--- src/bat_pkg.sv ---
// package for the breakpoint attribute/trigger block: register numbers,
// field positions, reset values, encodings and carrier structs.
// assumes a single processor clock domain; no other files needed.
package bat_pkg;

    // ==========================================================
    // debug control register numbers
    localparam logic [3:0] REG_ATTR = 4'h6;
    localparam logic [3:0] REG_TDEF = 4'h7;

    // ==========================================================
    // attribute_trigger field positions
    localparam int ATTR_DIR_MASK = 15;
    localparam int ATTR_SIZE_MASK_HI = 14;
    localparam int ATTR_SIZE_MASK_LO = 13;
    localparam int ATTR_TT_MASK_HI = 12;
    localparam int ATTR_TT_MASK_LO = 11;
    localparam int ATTR_TM_MASK_HI = 10;
    localparam int ATTR_TM_MASK_LO = 8;
    localparam int ATTR_DIR = 7;
    localparam int ATTR_SIZE_HI = 6;
    localparam int ATTR_SIZE_LO = 5;
    localparam int ATTR_TT_HI = 4;
    localparam int ATTR_TT_LO = 3;
    localparam int ATTR_TM_HI = 2;
    localparam int ATTR_TM_LO = 0;
    // implemented bits; 31..16 are reserved and held at zero
    localparam logic [31:0] ATTR_WMASK = 32'h0000_ffff;
    localparam logic [31:0] ATTR_RESET = 32'h0000_0005;

    // ==========================================================
    // trigger_definition field positions: upper half, plus the level one enable at bit 13
    localparam int TDEF_RESP_HI = 31;
    localparam int TDEF_RESP_LO = 30;
    localparam int TDEF_L2_EN = 29;
    localparam int TDEF_LANE_HI = 28;
    localparam int TDEF_LANE_LO = 22;
    localparam int TDEF_L1_EN = 13;
    localparam logic [31:0] TDEF_RESET = 32'h0000_0000;

    // lane enable indices within the 7-bit field
    localparam int LANE_LONG = 6;
    localparam int LANE_LWORD = 5;
    localparam int LANE_UWORD = 4;
    localparam int LANE_B0 = 3;
    localparam int LANE_B1 = 2;
    localparam int LANE_B2 = 1;
    localparam int LANE_B3 = 0;

    // ==========================================================
    // encodings
    localparam logic [1:0] SIZE_LONG = 2'h0;
    localparam logic [1:0] SIZE_BYTE = 2'h1;
    localparam logic [1:0] SIZE_WORD = 2'h2;
    localparam logic [1:0] RESP_SHOW = 2'h0;
    localparam logic [1:0] RESP_HALT = 2'h1;
    localparam logic [1:0] RESP_IRQ = 2'h2;

    typedef enum logic [1:0] {
        BAT_LVL_OFF,
        BAT_LVL_ONE,
        BAT_LVL_TWO
    } bat_level_e;

    // one local-bus attribute sample
    typedef struct packed {
        logic valid;
        logic dir;
        logic [1:0] size;
        logic [1:0] ttype;
        logic [2:0] tmod;
        logic [1:0] addr_lo;
    } bat_bus_s;

    // register write port, shared by instruction and debug port
    typedef struct packed {
        logic wr;
        logic [3:0] regno;
        logic [31:0] data;
    } bat_wr_s;

endpackage

--- src/bat_trigger.sv ---
// breakpoint attribute match and upper trigger definition.
// assumes one write source per cycle from each of the instruction and
// debug port paths; both come in on the processor clock.
`timescale 1ns/1ps

module bat_trigger (
    input wire logic clk,
    input wire logic rstn,
    input bat_pkg::bat_wr_s instr_wr,
    input bat_pkg::bat_wr_s port_wr,
    input bat_pkg::bat_bus_s bus,
    input wire logic addr_hit,
    input wire logic data_hit_long,
    input wire logic data_hit_lword,
    input wire logic data_hit_uword,
    input wire logic [3:0] data_hit_byte,
    output logic attr_match,
    output logic data_match,
    output logic level2_fire,
    output logic show_status,
    output logic halt_req,
    output logic debug_irq,
    output logic status_clear,
    output logic [1:0] port_ttype,
    output logic [2:0] port_tmod,
    output logic level1_enable,
    output bat_pkg::bat_level_e level_mode
);

    // ==========================================================
    // register write decode
    // the port write wins if both arrive together; software can not
    // reach these registers while the core is halted anyway
    wire bat_pkg::bat_wr_s wsel = port_wr.wr ? port_wr : instr_wr;
    wire attr_we = wsel.wr && (wsel.regno == bat_pkg::REG_ATTR);
    wire tdef_we = wsel.wr && (wsel.regno == bat_pkg::REG_TDEF);

    logic [31:0] attr_q;
    logic [31:0] attr_d;
    logic [31:0] tdef_q;
    logic [31:0] tdef_d;

    assign attr_d = attr_we ? (wsel.data & bat_pkg::ATTR_WMASK) : attr_q;
    assign tdef_d = tdef_we ? wsel.data : tdef_q;

    always_ff @(posedge clk) begin
        if (!rstn) begin
            attr_q <= bat_pkg::ATTR_RESET;
            tdef_q <= bat_pkg::TDEF_RESET;
        end else begin
            attr_q <= attr_d;
            tdef_q <= tdef_d;
        end
    end

    // ==========================================================
    // attribute compare
    function automatic logic masked_eq(input logic [2:0] a,
                                       input logic [2:0] b,
                                       input logic [2:0] m);
        masked_eq = &(~(a ^ b) | m);
    endfunction

    wire dir_ok = masked_eq({2'h0, attr_q[bat_pkg::ATTR_DIR]},
        {2'h0, bus.dir}, {2'h0, attr_q[bat_pkg::ATTR_DIR_MASK]});
    wire size_ok = masked_eq(
        {1'b0, attr_q[bat_pkg::ATTR_SIZE_HI:bat_pkg::ATTR_SIZE_LO]},
        {1'b0, bus.size},
        {1'b0, attr_q[bat_pkg::ATTR_SIZE_MASK_HI:
                      bat_pkg::ATTR_SIZE_MASK_LO]});
    wire tt_ok = masked_eq(
        {1'b0, attr_q[bat_pkg::ATTR_TT_HI:bat_pkg::ATTR_TT_LO]},
        {1'b0, bus.ttype},
        {1'b0, attr_q[bat_pkg::ATTR_TT_MASK_HI:
                      bat_pkg::ATTR_TT_MASK_LO]});
    wire tm_ok = masked_eq(
        attr_q[bat_pkg::ATTR_TM_HI:bat_pkg::ATTR_TM_LO],
        bus.tmod,
        attr_q[bat_pkg::ATTR_TM_MASK_HI:bat_pkg::ATTR_TM_MASK_LO]);
    wire attr_ok = bus.valid && dir_ok && size_ok && tt_ok && tm_ok;

    // ==========================================================
    // data lane selection
    wire [6:0] lane_en = tdef_q[bat_pkg::TDEF_LANE_HI:bat_pkg::TDEF_LANE_LO];
    wire [6:0] lane_hit = {data_hit_long, data_hit_lword, data_hit_uword,
                           data_hit_byte[0], data_hit_byte[1],
                           data_hit_byte[2], data_hit_byte[3]};
    wire lanes_on = |lane_en;
    // all lanes clear means no data term, so the address and attribute terms stand alone
    wire data_ok = lanes_on ? |(lane_en & lane_hit) : 1'b1;

    // ==========================================================
    // level two trigger and response
    wire l2_on = tdef_q[bat_pkg::TDEF_L2_EN];
    wire l1_on = tdef_q[bat_pkg::TDEF_L1_EN];
    wire [1:0] resp = tdef_q[bat_pkg::TDEF_RESP_HI:bat_pkg::TDEF_RESP_LO];
    wire fire = l2_on && addr_hit && attr_ok && data_ok;

    wire bat_pkg::bat_level_e mode_d = !l2_on ? bat_pkg::BAT_LVL_OFF :
        (l1_on ? bat_pkg::BAT_LVL_TWO : bat_pkg::BAT_LVL_ONE);

    // port fields leave reset in step with the register default
    wire [1:0] ttype_rst =
        bat_pkg::ATTR_RESET[bat_pkg::ATTR_TT_HI:bat_pkg::ATTR_TT_LO];
    wire [2:0] tmod_rst =
        bat_pkg::ATTR_RESET[bat_pkg::ATTR_TM_HI:bat_pkg::ATTR_TM_LO];

    always_ff @(posedge clk) begin
        if (!rstn) begin
            attr_match <= 1'b0;
            data_match <= 1'b0;
            level2_fire <= 1'b0;
            show_status <= 1'b0;
            halt_req <= 1'b0;
            debug_irq <= 1'b0;
            status_clear <= 1'b0;
            port_ttype <= ttype_rst;
            port_tmod <= tmod_rst;
            level1_enable <= 1'b0;
            level_mode <= bat_pkg::BAT_LVL_OFF;
        end else begin
            attr_match <= attr_ok;
            data_match <= lanes_on && data_ok;
            level2_fire <= fire;
            // reserved response 11 does nothing beyond showing status
            show_status <= fire;
            halt_req <= fire && (resp == bat_pkg::RESP_HALT);
            debug_irq <= fire && (resp == bat_pkg::RESP_IRQ);
            status_clear <= tdef_we;
            port_ttype <= attr_d[bat_pkg::ATTR_TT_HI:bat_pkg::ATTR_TT_LO];
            port_tmod <= attr_d[bat_pkg::ATTR_TM_HI:bat_pkg::ATTR_TM_LO];
            level1_enable <= tdef_d[bat_pkg::TDEF_L1_EN];
            level_mode <= mode_d;
        end
    end

    // ==========================================================
    // field views and write steps used by the checks below
    wire [7:0] mask_f =
        attr_q[bat_pkg::ATTR_DIR_MASK:bat_pkg::ATTR_TM_MASK_LO];
    wire [7:0] match_f = attr_q[bat_pkg::ATTR_DIR:bat_pkg::ATTR_TM_LO];
    wire [7:0] bus_f = {bus.dir, bus.size, bus.ttype, bus.tmod};
    wire [1:0] wr_ttype = wsel.data[bat_pkg::ATTR_TT_HI:bat_pkg::ATTR_TT_LO];
    wire [2:0] wr_tmod = wsel.data[bat_pkg::ATTR_TM_HI:bat_pkg::ATTR_TM_LO];
    wire [1:0] size_f =
        attr_q[bat_pkg::ATTR_SIZE_HI:bat_pkg::ATTR_SIZE_LO];
    wire [1:0] size_m =
        attr_q[bat_pkg::ATTR_SIZE_MASK_HI:bat_pkg::ATTR_SIZE_MASK_LO];
    wire [2:0] tm_f = attr_q[bat_pkg::ATTR_TM_HI:bat_pkg::ATTR_TM_LO];
    wire [2:0] tm_m =
        attr_q[bat_pkg::ATTR_TM_MASK_HI:bat_pkg::ATTR_TM_MASK_LO];
endmodule

--- config.mk ---
export PLATFORM = sky130hd
export DESIGN_NAME = bat_trigger
export DESIGN_NICKNAME = d
export VERILOG_FILES = /design/src/bat_pkg.sv /design/src/bat_trigger.sv
export SDC_FILE = /design/constraint.sdc
export NUM_CORES = 1
export LEC_CHECK = 0
export ABC_AREA = 1
export BUFFER_PORTS_ARGS = -buffer_cell sky130_fd_sc_hd__buf_2
export CAP_MARGIN = 30
export CORE_MARGIN = 2
export CORE_UTILIZATION = 45
export DETAILED_ROUTE_END_ITERATION = 8
export PLACE_DENSITY = 0.81
export SLEW_MARGIN = 25
export SYNTH_ARGS = -nofsm -noshare
export SYNTH_HDL_FRONTEND = slang
export SYNTH_SLANG_ARGS = --single-unit
--- constraint.sdc ---
create_clock -name clk -period 1.49 [get_ports clk]
set_input_delay 0.149 -clock clk [delete_from_list [all_inputs] [get_ports clk]]
set_output_delay 0.149 -clock clk [all_outputs]
set_load 0.05 [all_outputs]
==> flow_metrics.py, run 1 <==
metrics = {
    "setup_path": {
        "critPathMaxStageDelay_ps": 330,
        "critical_path_buf_inv_count": 1,
        "cp.required_ps": 1710,
        "path_delay_family": "simple AND/OR/NAND/NOR gates",
        "cp.arrival_ps": 1420,
        "start_kind": "register",
        "worst_path_max_delay_cell": "dfxtp_1",
        "critPathKind": "register to register",
        "worstPathMaxFanout": 4,
        "cp-end-kind": "register",
        "cpMostUsedCell": "nand2_1",
        "cp_cell_sequence": "or2_2 -> nand2_1 -> nand2_1 -> inv_1 -> nand3_1 -> nor3_1",
    },
    "place": {
        "routabilityCongestion": 0.7685,
        "portBuffers": 95,
        "dp_hpwl_mm": 3.800,
        "placedCellCount": 466,
    },
    "yosys": {
        "synthAdderAreaFrac_pct": 0,
        "synthesis.area_um2": 1999,
        "synth_xor_area_share_pct": 0,
        "ys_top_cells_by_area": "dfxtp_1 (35%), nand2_1 (29%), nor2_1 (7.3%)",
        "synth-compound-area-share_pct": 5.507,
        "seq_area_frac_synth_pct": 35.04,
        "synth_cell_type_count": 20,
        "post_synth.cell_area_avg_um2": 6.041,
        "synth_top_cell_area_share_pct": 35.04,
        "synth-edff-count": 0,
        "synthesis.nets": 426,
        "ys_seq_elements": 35,
        "synthMuxAreaShare_pct": 0,
        "synth_top_area_cell": "dfxtp_1",
        "synth_top_family_by_area": "simple AND/OR/NAND/NOR gates",
        "synthCells": 331,
        "yosys_warnings": 0,
        "synthFlopType": "dfxtp_1",
        "async_flop_share_pct": 0,
        "synthSimpleGateAreaFrac_pct": 47.18,
    },
    "routing": {
        "ant_nets": 0,
        "wl_per_cell_um": 10.16,
        "wl_mm": 4.814,
        "vias": 2207,
        "viasPerCell": 4.656,
        "drt_iter0_drc": 131,
        "dr.pass1.iters": 5,
        "drc": 0,
    },
    "layout": {
        "diodes": 0,
        "ff_latch_area_um2": 700.7,
        "final_cell_count_no_fill": 474,
        "syn_to_final_growth_pct": 27.85,
        "multi_input_area_um2": 1054,
        "fin_util_pct": 59.11,
        "fin_nets": 516,
        "drive_gt1_share_pct": 28.67,
        "fillCellCount": 434,
    },
    "power": {
        "power_frac_seq_pct": 47.2,
        "p_switching_uw": 610.5,
        "clkPwrFrac_pct": 32.4,
        "combinationalPowerShare_pct": 20.5,
        "intPower_uw": 1467,
        "swShare_pct": 29.39,
        "p_leak_uw": 0.001504,
        "peakVddDrop_mv": 0.3527,
        "p_per_area_nw_per_um2": 812.5,
    },
    "grt": {
        "antenna_found_initial": 0,
        "overflow": 0,
        "grt_max_degree": 24,
        "grt_pass1_wl_mm": 8.148,
        "grt_use_total_pct": 20.06,
        "grt_pass1_vias": 1939,
    },
    "sta": {
        "rsz0062_at_grt": "no",
        "setup_viol": 0,
        "slew_headroom_pct": 76.71,
        "hold_viol": 0,
        "drv_slew": 0,
        "finClkSkew_ps": 3.880,
        "tns_ps": 0,
        "fin_crit_ps": 1201,
        "fmax_mhz": 832.5,
        "worstMarginPinSlew_ps": 349.0,
        "finalCritPeriodShare_pct": 80.62,
    },
    "die": {
        "coreArea_um2": 4324,
        "dieArea_um2": 4992,
        "ios": 110,
        "die_w_um": 70.66,
        "die_height_um": 70.66,
        "num_rows": 24,
        "start_util_pct": 46.24,
    },
    "clocking": {
        "clock_latency_ps": 290,
        "h-tree-depth": 2,
        "clockRootBuffer": "clkbuf_8",
        "tritoncts": "built",
        "clock_path_buffers": 2,
        "ctsResizeCount": 0,
        "clk_pin_slew_ps": 70,
        "cts_sinks": 35,
        "cts_buffers": 5,
        "hold_buffers": 0,
        "postCtsSetupRepairBufs": 0,
    },
    "job": {
        "cap_violations": 0,
    },
    "hold_path": {
        "hold_class": "input pin to register",
    },
    "run_status": {
        "status": "completed",
    },
}
## placed cells by master, fill, tap and decap left out, types with 2 or more instances in the layout
cell,count
nand2_1,155
buf_2,95
nor2_1,39
dfxtp_1,35
inv_1,28
nand4_1,15
a21oi_1,13
nand3_1,8
buf_4,8
clkbuf_8,5
inv_2,3
or2_2,3
nor3_1,3
nand2_2,2
nand3_4,2
o21bai_1,2
## state kept, by name, summed over array words and instances, names as in the netlist
name,flops
debug_irq,1
show_status,1
halt_req,1
tdef_q,10
data_match,1
status_clear,1
level_mode,2
level1_enable,1
attr_match,1
attr_q,16
## stage by stage
stage / cell area, um^2 / setup slack (ps) / power, uW / hold slack (ps)
after global placement: 2471 / 120.5 / 1416 / 425.3
after global routing: 2556 / 146.5 / 2192 / 173.4
after CTS: 2556 / 281.4 / 2102 / 167.1
after detailed placement: 2471 / 69.07 / 1426 / 421.7
final: 2556 / 288.7 / 2077 / 174.1
after floorplan: 1999 / 315.3 / 1269 / 371.8
## metal layers
layer  global-route usage (%)  up-vias  wire [um]
met2                    33.44       90       2143
met5                        0        -          0
met3                    4.131       10        355
met1                    24.76      917       2239
met4                    9.853        0         76
li1                         -     1190          -
## synthesized netlist by cell type (3+ instances only)
cell,number
inv_2,3
a21oi_1,13
inv_1,28
nand4_1,15
or2_2,3
nand2_1,155
nand3_1,8
nor2_1,39
buf_2,4
buf_4,9
clkbuf_1,5
dfxtp_1,35
nor3_1,3
## power by group through the flow
| stage | registers [uW] | logic, uW | clock network (uW) |
|---|---|---|---|
| after floorplan | 1010 | 258 | 0 |
| after global placement | 1000 | 416 | 0 |
| after detailed placement | 1000 | 426 | 0 |
| after CTS | 979 | 427 | 695 |
| after global routing | 982 | 486 | 724 |
| final | 980 | 425 | 672 |
## layout make-up
type                            count  share of cell area, %
Timing Repair Buffer              103                  20.95
Clock buffer                        6                  2.839
Clock inverter                      2                 0.4895
Tap cell                           52                  2.545
Multi-Input combinational cell    245                  41.21
Inverter                           31                  4.552
Sequential cell                    35                  27.41
## worst register-to-register path, delay by kind of cell, from the launching register on
family,cells,cell delay [ps]
buffers and inverters,1,60
flip-flops,1,330
AND/OR/NAND/NOR,5,730
## cell families (layout without fill, tap and decap cells)
kind of cell / after synthesis / count (layout)
flip-flops: 35 / 35
AO/OA/AOI/OAI: 18 / 18
buffers and inverters: 51 / 142
AND/OR/NAND/NOR: 227 / 227
## path summary, 6_finish.rpt
check	startpoint	endpoint	slack, ps	depth (start not counted)
setup / recovery	attr_q[4]	debug_irq	290	6
setup reg to reg	attr_q[4]	debug_irq	290	6
hold reg to reg	level1_enable	level_mode[0]	430	1
hold / removal	instr_wr[27]	tdef_q[27]	170	5
(Power assumes the default switching activity.)
==> run 2, diff against run 1 <==
==> constraint.sdc (replaced) <==
create_clock -name clk -period 1.2 [get_ports clk]
set_input_delay 0.12 -clock clk [delete_from_list [all_inputs] [get_ports clk]]
set_output_delay 0.12 -clock clk [all_outputs]
set_load 0.05 [all_outputs]
==> flow_metrics.py, run 2 (synthesis results as in run 1) <==
metrics = {
    "routing": {
        "viasPerCell": 4.568,
        "dr.pass1.iters": 4,
        "drc": 0,
        "wl_mm": 4.880,
        "drt_iter0_drc": 81,
        "ant_nets": 0,
        "wl_per_cell_um": 10.23,
        "vias": 2179,
    },
    "place": {
        "dp_hpwl_mm": 3.811,
        "routabilityCongestion": 0.7811,
        "portBuffers": 95,
        "placedCellCount": 470,
    },
    "layout": {
        "ff_latch_area_um2": 700.7,
        "fin_nets": 520,
        "fillCellCount": 440,
        "layout_common_cells": "nand2_1 (155), buf_2 (95), nor2_1 (39), dfxtp_1 (35), inv_1 (28)",
        "diodes": 0,
        "multi_input_area_um2": 1076,
        "final_common_cell": "nand2_1",
        "largest_reg_flops": 16,
        "drive_gt1_share_pct": 30.12,
        "syn_to_final_growth_pct": 30.60,
        "top_regs": "attr_q x16, tdef_q x10, level_mode x2",
        "final_cell_count_no_fill": 477,
        "top_register": "attr_q",
    },
    "die": {
        "start_util_pct": 46.24,
        "dieArea_um2": 4992,
        "coreArea_um2": 4324,
        "die_height_um": 70.66,
        "ios": 110,
        "die_w_um": 70.66,
        "num_rows": 24,
    },
    "grt": {
        "grt_pass1_vias": 2002,
        "grt_max_degree": 24,
        "grt_use_total_pct": 20.20,
        "antenna_found_initial": 0,
        "grt_pass1_wl_mm": 8.273,
        "overflow": 0,
    },
    "setup_path": {
        "critPathKind": "register to register",
        "r2r_slack_ps": 70,
        "cp_cell_sequence": "or2_2 -> nand2_1 -> nand2_1 -> inv_1 -> nand3_4 -> nor3_2",
        "cp.arrival_ps": 1340,
        "critical_path_buf_inv_count": 1,
        "worst_path_max_delay_cell": "dfxtp_1",
        "start_kind": "register",
        "cpMostUsedCell": "nand2_1",
        "worstPathMaxFanout": 4,
        "path_delay_family": "simple AND/OR/NAND/NOR gates",
        "critPathMaxStageDelay_ps": 320,
        "cp-end-kind": "register",
        "cp.required_ps": 1410,
    },
    "job": {
        "cap_violations": 0,
    },
    "sta": {
        "fin_crit_ps": 1130,
        "hold_viol": 0,
        "drv_slew": 0,
        "tns_ps": 0,
        "worstMarginPinSlew_ps": 363.8,
        "rsz0062_at_grt": "no",
        "setup_viol": 0,
        "slew_headroom_pct": 75.72,
        "fmax_mhz": 885.2,
        "finalCritPeriodShare_pct": 94.14,
        "finClkSkew_ps": 4.654,
    },
    "clocking": {
        "clock_path_buffers": 2,
        "h-tree-depth": 2,
        "cts_sinks": 35,
        "ctsResizeCount": 0,
        "postCtsSetupRepairBufs": 0,
        "clock_latency_ps": 290,
        "tritoncts": "built",
        "clk_pin_slew_ps": 70,
        "clockRootBuffer": "clkbuf_8",
        "cts_buffers": 5,
        "hold_buffers": 0,
    },
    "run_status": {
        "status": "completed",
    },
    "power": {
        "peakVddDrop_mv": 0.4839,
        "p_per_area_nw_per_um2": 1002,
        "p_leak_uw": 0.001530,
    },
    "hold_path": {
        "hold_class": "input pin to register",
    },
}
## run 2: cell count changes in the layout (fill, tap and decap cells not counted), sizes merged
| cell | previous run | this run |
|---|---|---|
| clkinvlp | 1 | 0 |
| buf | 103 | 107 |
## run 2: cell type report
type / instances / share of cell area, %
Inverter: 31 / 4.456
Tap cell: 52 / 2.492
Timing Repair Buffer: 107 / 21.66
Clock inverter: 1 / 0.1917
Clock buffer: 6 / 3.162
Multi-Input combinational cell: 245 / 41.21
Sequential cell: 35 / 26.83
## run 2: path summary, 6_finish.rpt
check	start	to	depth (start not counted)
setup / recovery	attr_q[4]	debug_irq	6
hold / removal	instr_wr[11]	attr_q[11]	5
setup reg to reg	attr_q[4]	debug_irq	6
hold reg to reg	level1_enable	level_mode[0]	1
## run 2: power breakdown
part           internal [uW]  switching [uW]  leakage (uW)
sequential              1200            18.7      0.000284
clock                    450             405     0.0000470
combinational            230             316       0.00120
total                   1880             740       0.00153
## run 2: metrics by stage
| step | total power [uW] | hold slack [ps] | setup slack [ps] | util [%] | instance area (um^2) |
|---|---|---|---|---|---|
| 4_1_cts | 2635 | 150.8 | 12.26 | 59.87 | 2589 |
| 2_1_floorplan | 1575 | 342.8 | 54.28 | - | 1999 |
| 3_5_place_dp | 1784 | 429.7 | -117.2 | 57.84 | 2501 |
| 6_report | 2617 | 159.8 | 70.30 | 60.39 | 2611 |
| 3_3_place_gp | 1773 | 425.2 | -48.95 | 57.84 | 2501 |
| 5_1_grt | 2763 | 161.8 | 6.804 | 60.39 | 2611 |
## run 2: per-layer routing
layer,global-route usage [%],up-vias,wire length (um)
li1,-,1193,-
met5,0,-,0
met3,5.128,7,318
met1,24.80,903,2317
met2,34.91,76,2175
met4,6.289,0,69
## run 2: tightest hold or removal path: stages
cell	delay, ps
buf_2	80
nand2_1	40
nand2_1	50
nor2_1	40
nor2_1	80
==> run 3, diff against run 2 <==
--- a/config.mk
+++ b/config.mk
@@ -8,7 +8,6 @@
 export ABC_AREA = 1
 export BUFFER_PORTS_ARGS = -buffer_cell sky130_fd_sc_hd__buf_2
 export CAP_MARGIN = 30
-export CORE_MARGIN = 2
 export CORE_UTILIZATION = 45
 export DETAILED_ROUTE_END_ITERATION = 8
 export PLACE_DENSITY = 0.81
==> constraint.sdc (replaced) <==
create_clock -name clk -period 1.2 [get_ports clk]
set_input_delay 0.06 -clock clk [delete_from_list [all_inputs] [get_ports clk]]
set_output_delay 0.06 -clock clk [all_outputs]
set_load 0.05 [all_outputs]
==> flow_metrics.py, run 3 (synthesis results as in run 1) <==
metrics = {
    "routing": {
        "dr.pass1.iters": 4,
        "drt_iter0_drc": 103,
        "vias": 2203,
        "drc": 0,
        "wl_per_cell_um": 10.31,
        "viasPerCell": 4.648,
        "wl_mm": 4.885,
        "ant_nets": 0,
    },
    "job": {
        "cap_violations": 0,
    },
    "sta": {
        "setup_viol": 0,
        "worst_slack_ps": 93.41,
        "worstMarginPinSlew_ps": 316.8,
        "fmax_mhz": 903.7,
        "finalCritPeriodShare_pct": 92.22,
        "drv_slew": 0,
        "finClkSkew_ps": 6.362,
        "fin_crit_ps": 1107,
        "hold_viol": 0,
        "slew_headroom_pct": 78.66,
        "rsz0062_at_grt": "no",
    },
    "hold_path": {
        "min_from": "rstn",
        "hold_class": "input pin to register",
    },
    "layout": {
        "final_common_cell": "nand2_1",
        "largest_reg_flops": 16,
        "layout_common_cells": "nand2_1 (155), buf_2 (95), nor2_1 (39), dfxtp_1 (35), inv_1 (28)",
        "top_register": "attr_q",
        "syn_to_final_growth_pct": 30.85,
        "top_regs": "attr_q x16, tdef_q x10, level_mode x2",
        "drive_gt1_share_pct": 29.95,
        "fin_util_pct": 63.13,
        "fin_nets": 518,
        "diodes": 0,
    },
    "clocking": {
        "clockRootBuffer": "clkbuf_8",
        "clock_path_buffers": 2,
        "tritoncts": "built",
        "clock_latency_ps": 280,
        "cts_buffers": 5,
        "clk_pin_slew_ps": 70,
        "cts_sinks": 35,
        "hold_buffers": 0,
        "h-tree-depth": 2,
    },
    "die": {
        "coreArea_um2": 4144,
        "die_w_um": 68.66,
        "start_util_pct": 48.25,
        "dieArea_um2": 4714,
        "ios": 110,
        "num_rows": 23,
        "die_height_um": 68.66,
    },
    "place": {
        "dp_slack_ps": -46.30,
        "dp_hpwl_mm": 3.798,
        "portBuffers": 95,
        "routabilityCongestion": 0.8017,
    },
    "setup_path": {
        "cp-end-kind": "register",
        "cp_cell_sequence": "inv_1 -> nand2_1 -> nor2_1 -> nand2_1 -> nand3_1 -> nand2_1 -> nor3_2",
        "cp-startpoint": "tdef_q[27]",
        "critical_path_buf_inv_count": 1,
        "cp.arrival_ps": 1320,
        "r2r_start": "tdef_q[27]",
        "critPathKind": "register to register",
        "worstPathMaxFanout": 3,
        "start_kind": "register",
        "worst_path_max_delay_cell": "dfxtp_1",
        "path_delay_family": "simple AND/OR/NAND/NOR gates",
        "cp.required_ps": 1410,
        "critPathMaxStageDelay_ps": 320,
        "cpMostUsedCell": "nand2_1",
    },
    "grt": {
        "met3_usage_pct": 4.934,
        "grt_pass1_wl_mm": 8.010,
        "antenna_found_initial": 0,
        "met1_usage_pct": 27.67,
        "grt_use_total_pct": 22.26,
        "gr-usage-met2_pct": 39.58,
        "grt_pass1_vias": 1977,
        "overflow": 0,
        "grt.busiest_layer": "met2",
        "grt_max_degree": 24,
    },
    "power": {
        "p_switching_uw": 748.8,
        "p_per_area_nw_per_um2": 1086,
        "peakVddDrop_mv": 0.5197,
        "power_frac_seq_pct": 42.8,
        "p_leak_uw": 0.001534,
        "combinationalPowerShare_pct": 18.8,
        "swShare_pct": 26.36,
        "intPower_uw": 2092,
        "clkPwrFrac_pct": 38.4,
    },
    "run_status": {
        "status": "completed",
    },
}
-- run 3: cell count changes in the layout (fill, tap and decap cells not counted) --
cell,change
buf_4,-2
bufinv_16,+1
nand3_2,+1
nand3_4,-1
-- run 3: final cells by class --
type | instances | area [um^2]
Fill cell | 401 | 1528
Timing Repair Buffer | 105 | 550.5
Tap cell | 50 | 62.56
Multi-Input combinational cell | 245 | 1069
Sequential cell | 35 | 700.7
Inverter | 31 | 116.4
Clock inverter | 2 | 35.03
Clock buffer | 6 | 82.58
-- run 3: per-layer routing --
layer  vias to the layer above  part of all wire, %  routed length, um
li1                       1191                    -                  -
met3                         2                  6.1                298
met4                         0                0.061                  3
met2                        91                   48               2363
met5                         -                    0                  0
met1                       919                   45               2219
-- run 3: path summary, 6_finish.rpt --
kind	to	slack (ps)	cells past startpoint
hold reg to reg	level_mode[0]	430	1
setup / recovery	halt_req	90	7
hold / removal	attr_q[0]	50	2
setup reg to reg	halt_req	90	7
-- run 3: what timing repair did --
| item | 4_1_cts | 5_1_grt |
|---|---|---|
| endpoints found under the setup margin | 1 | 4 |
| resized for setup | 1 | 2 |
| buffers inserted | 0 | 0 |
| hold endpoints to repair | 0 | 0 |
-- run 3: power groups by stage --
stage,Clock [uW],Sequential [uW],Combinational [uW]
after floorplan,0,1250,321
after global placement,0,1240,523
after detailed placement,0,1240,532
after CTS,1110,1220,537
after global routing,1150,1220,610
final,1090,1220,535
-- run 3: metrics by stage --
| stage | setup TNS, ps | instances | cell area [um^2] | hold slack, ps | total power (uW) |
|---|---|---|---|---|---|
| floorplan | 0 | 331 | 1999 | 282.8 | 1575 |
| global placement | -98.68 | 466 | 2484 | 332.7 | 1763 |
| detailed placement | -412.7 | 466 | 2484 | 336.4 | 1775 |
| CTS | 0 | 474 | 2606 | 43.56 | 2863 |
| global route | 0 | 474 | 2616 | 39.52 | 2979 |
| finish | 0 | 474 | 2616 | 45.97 | 2841 |
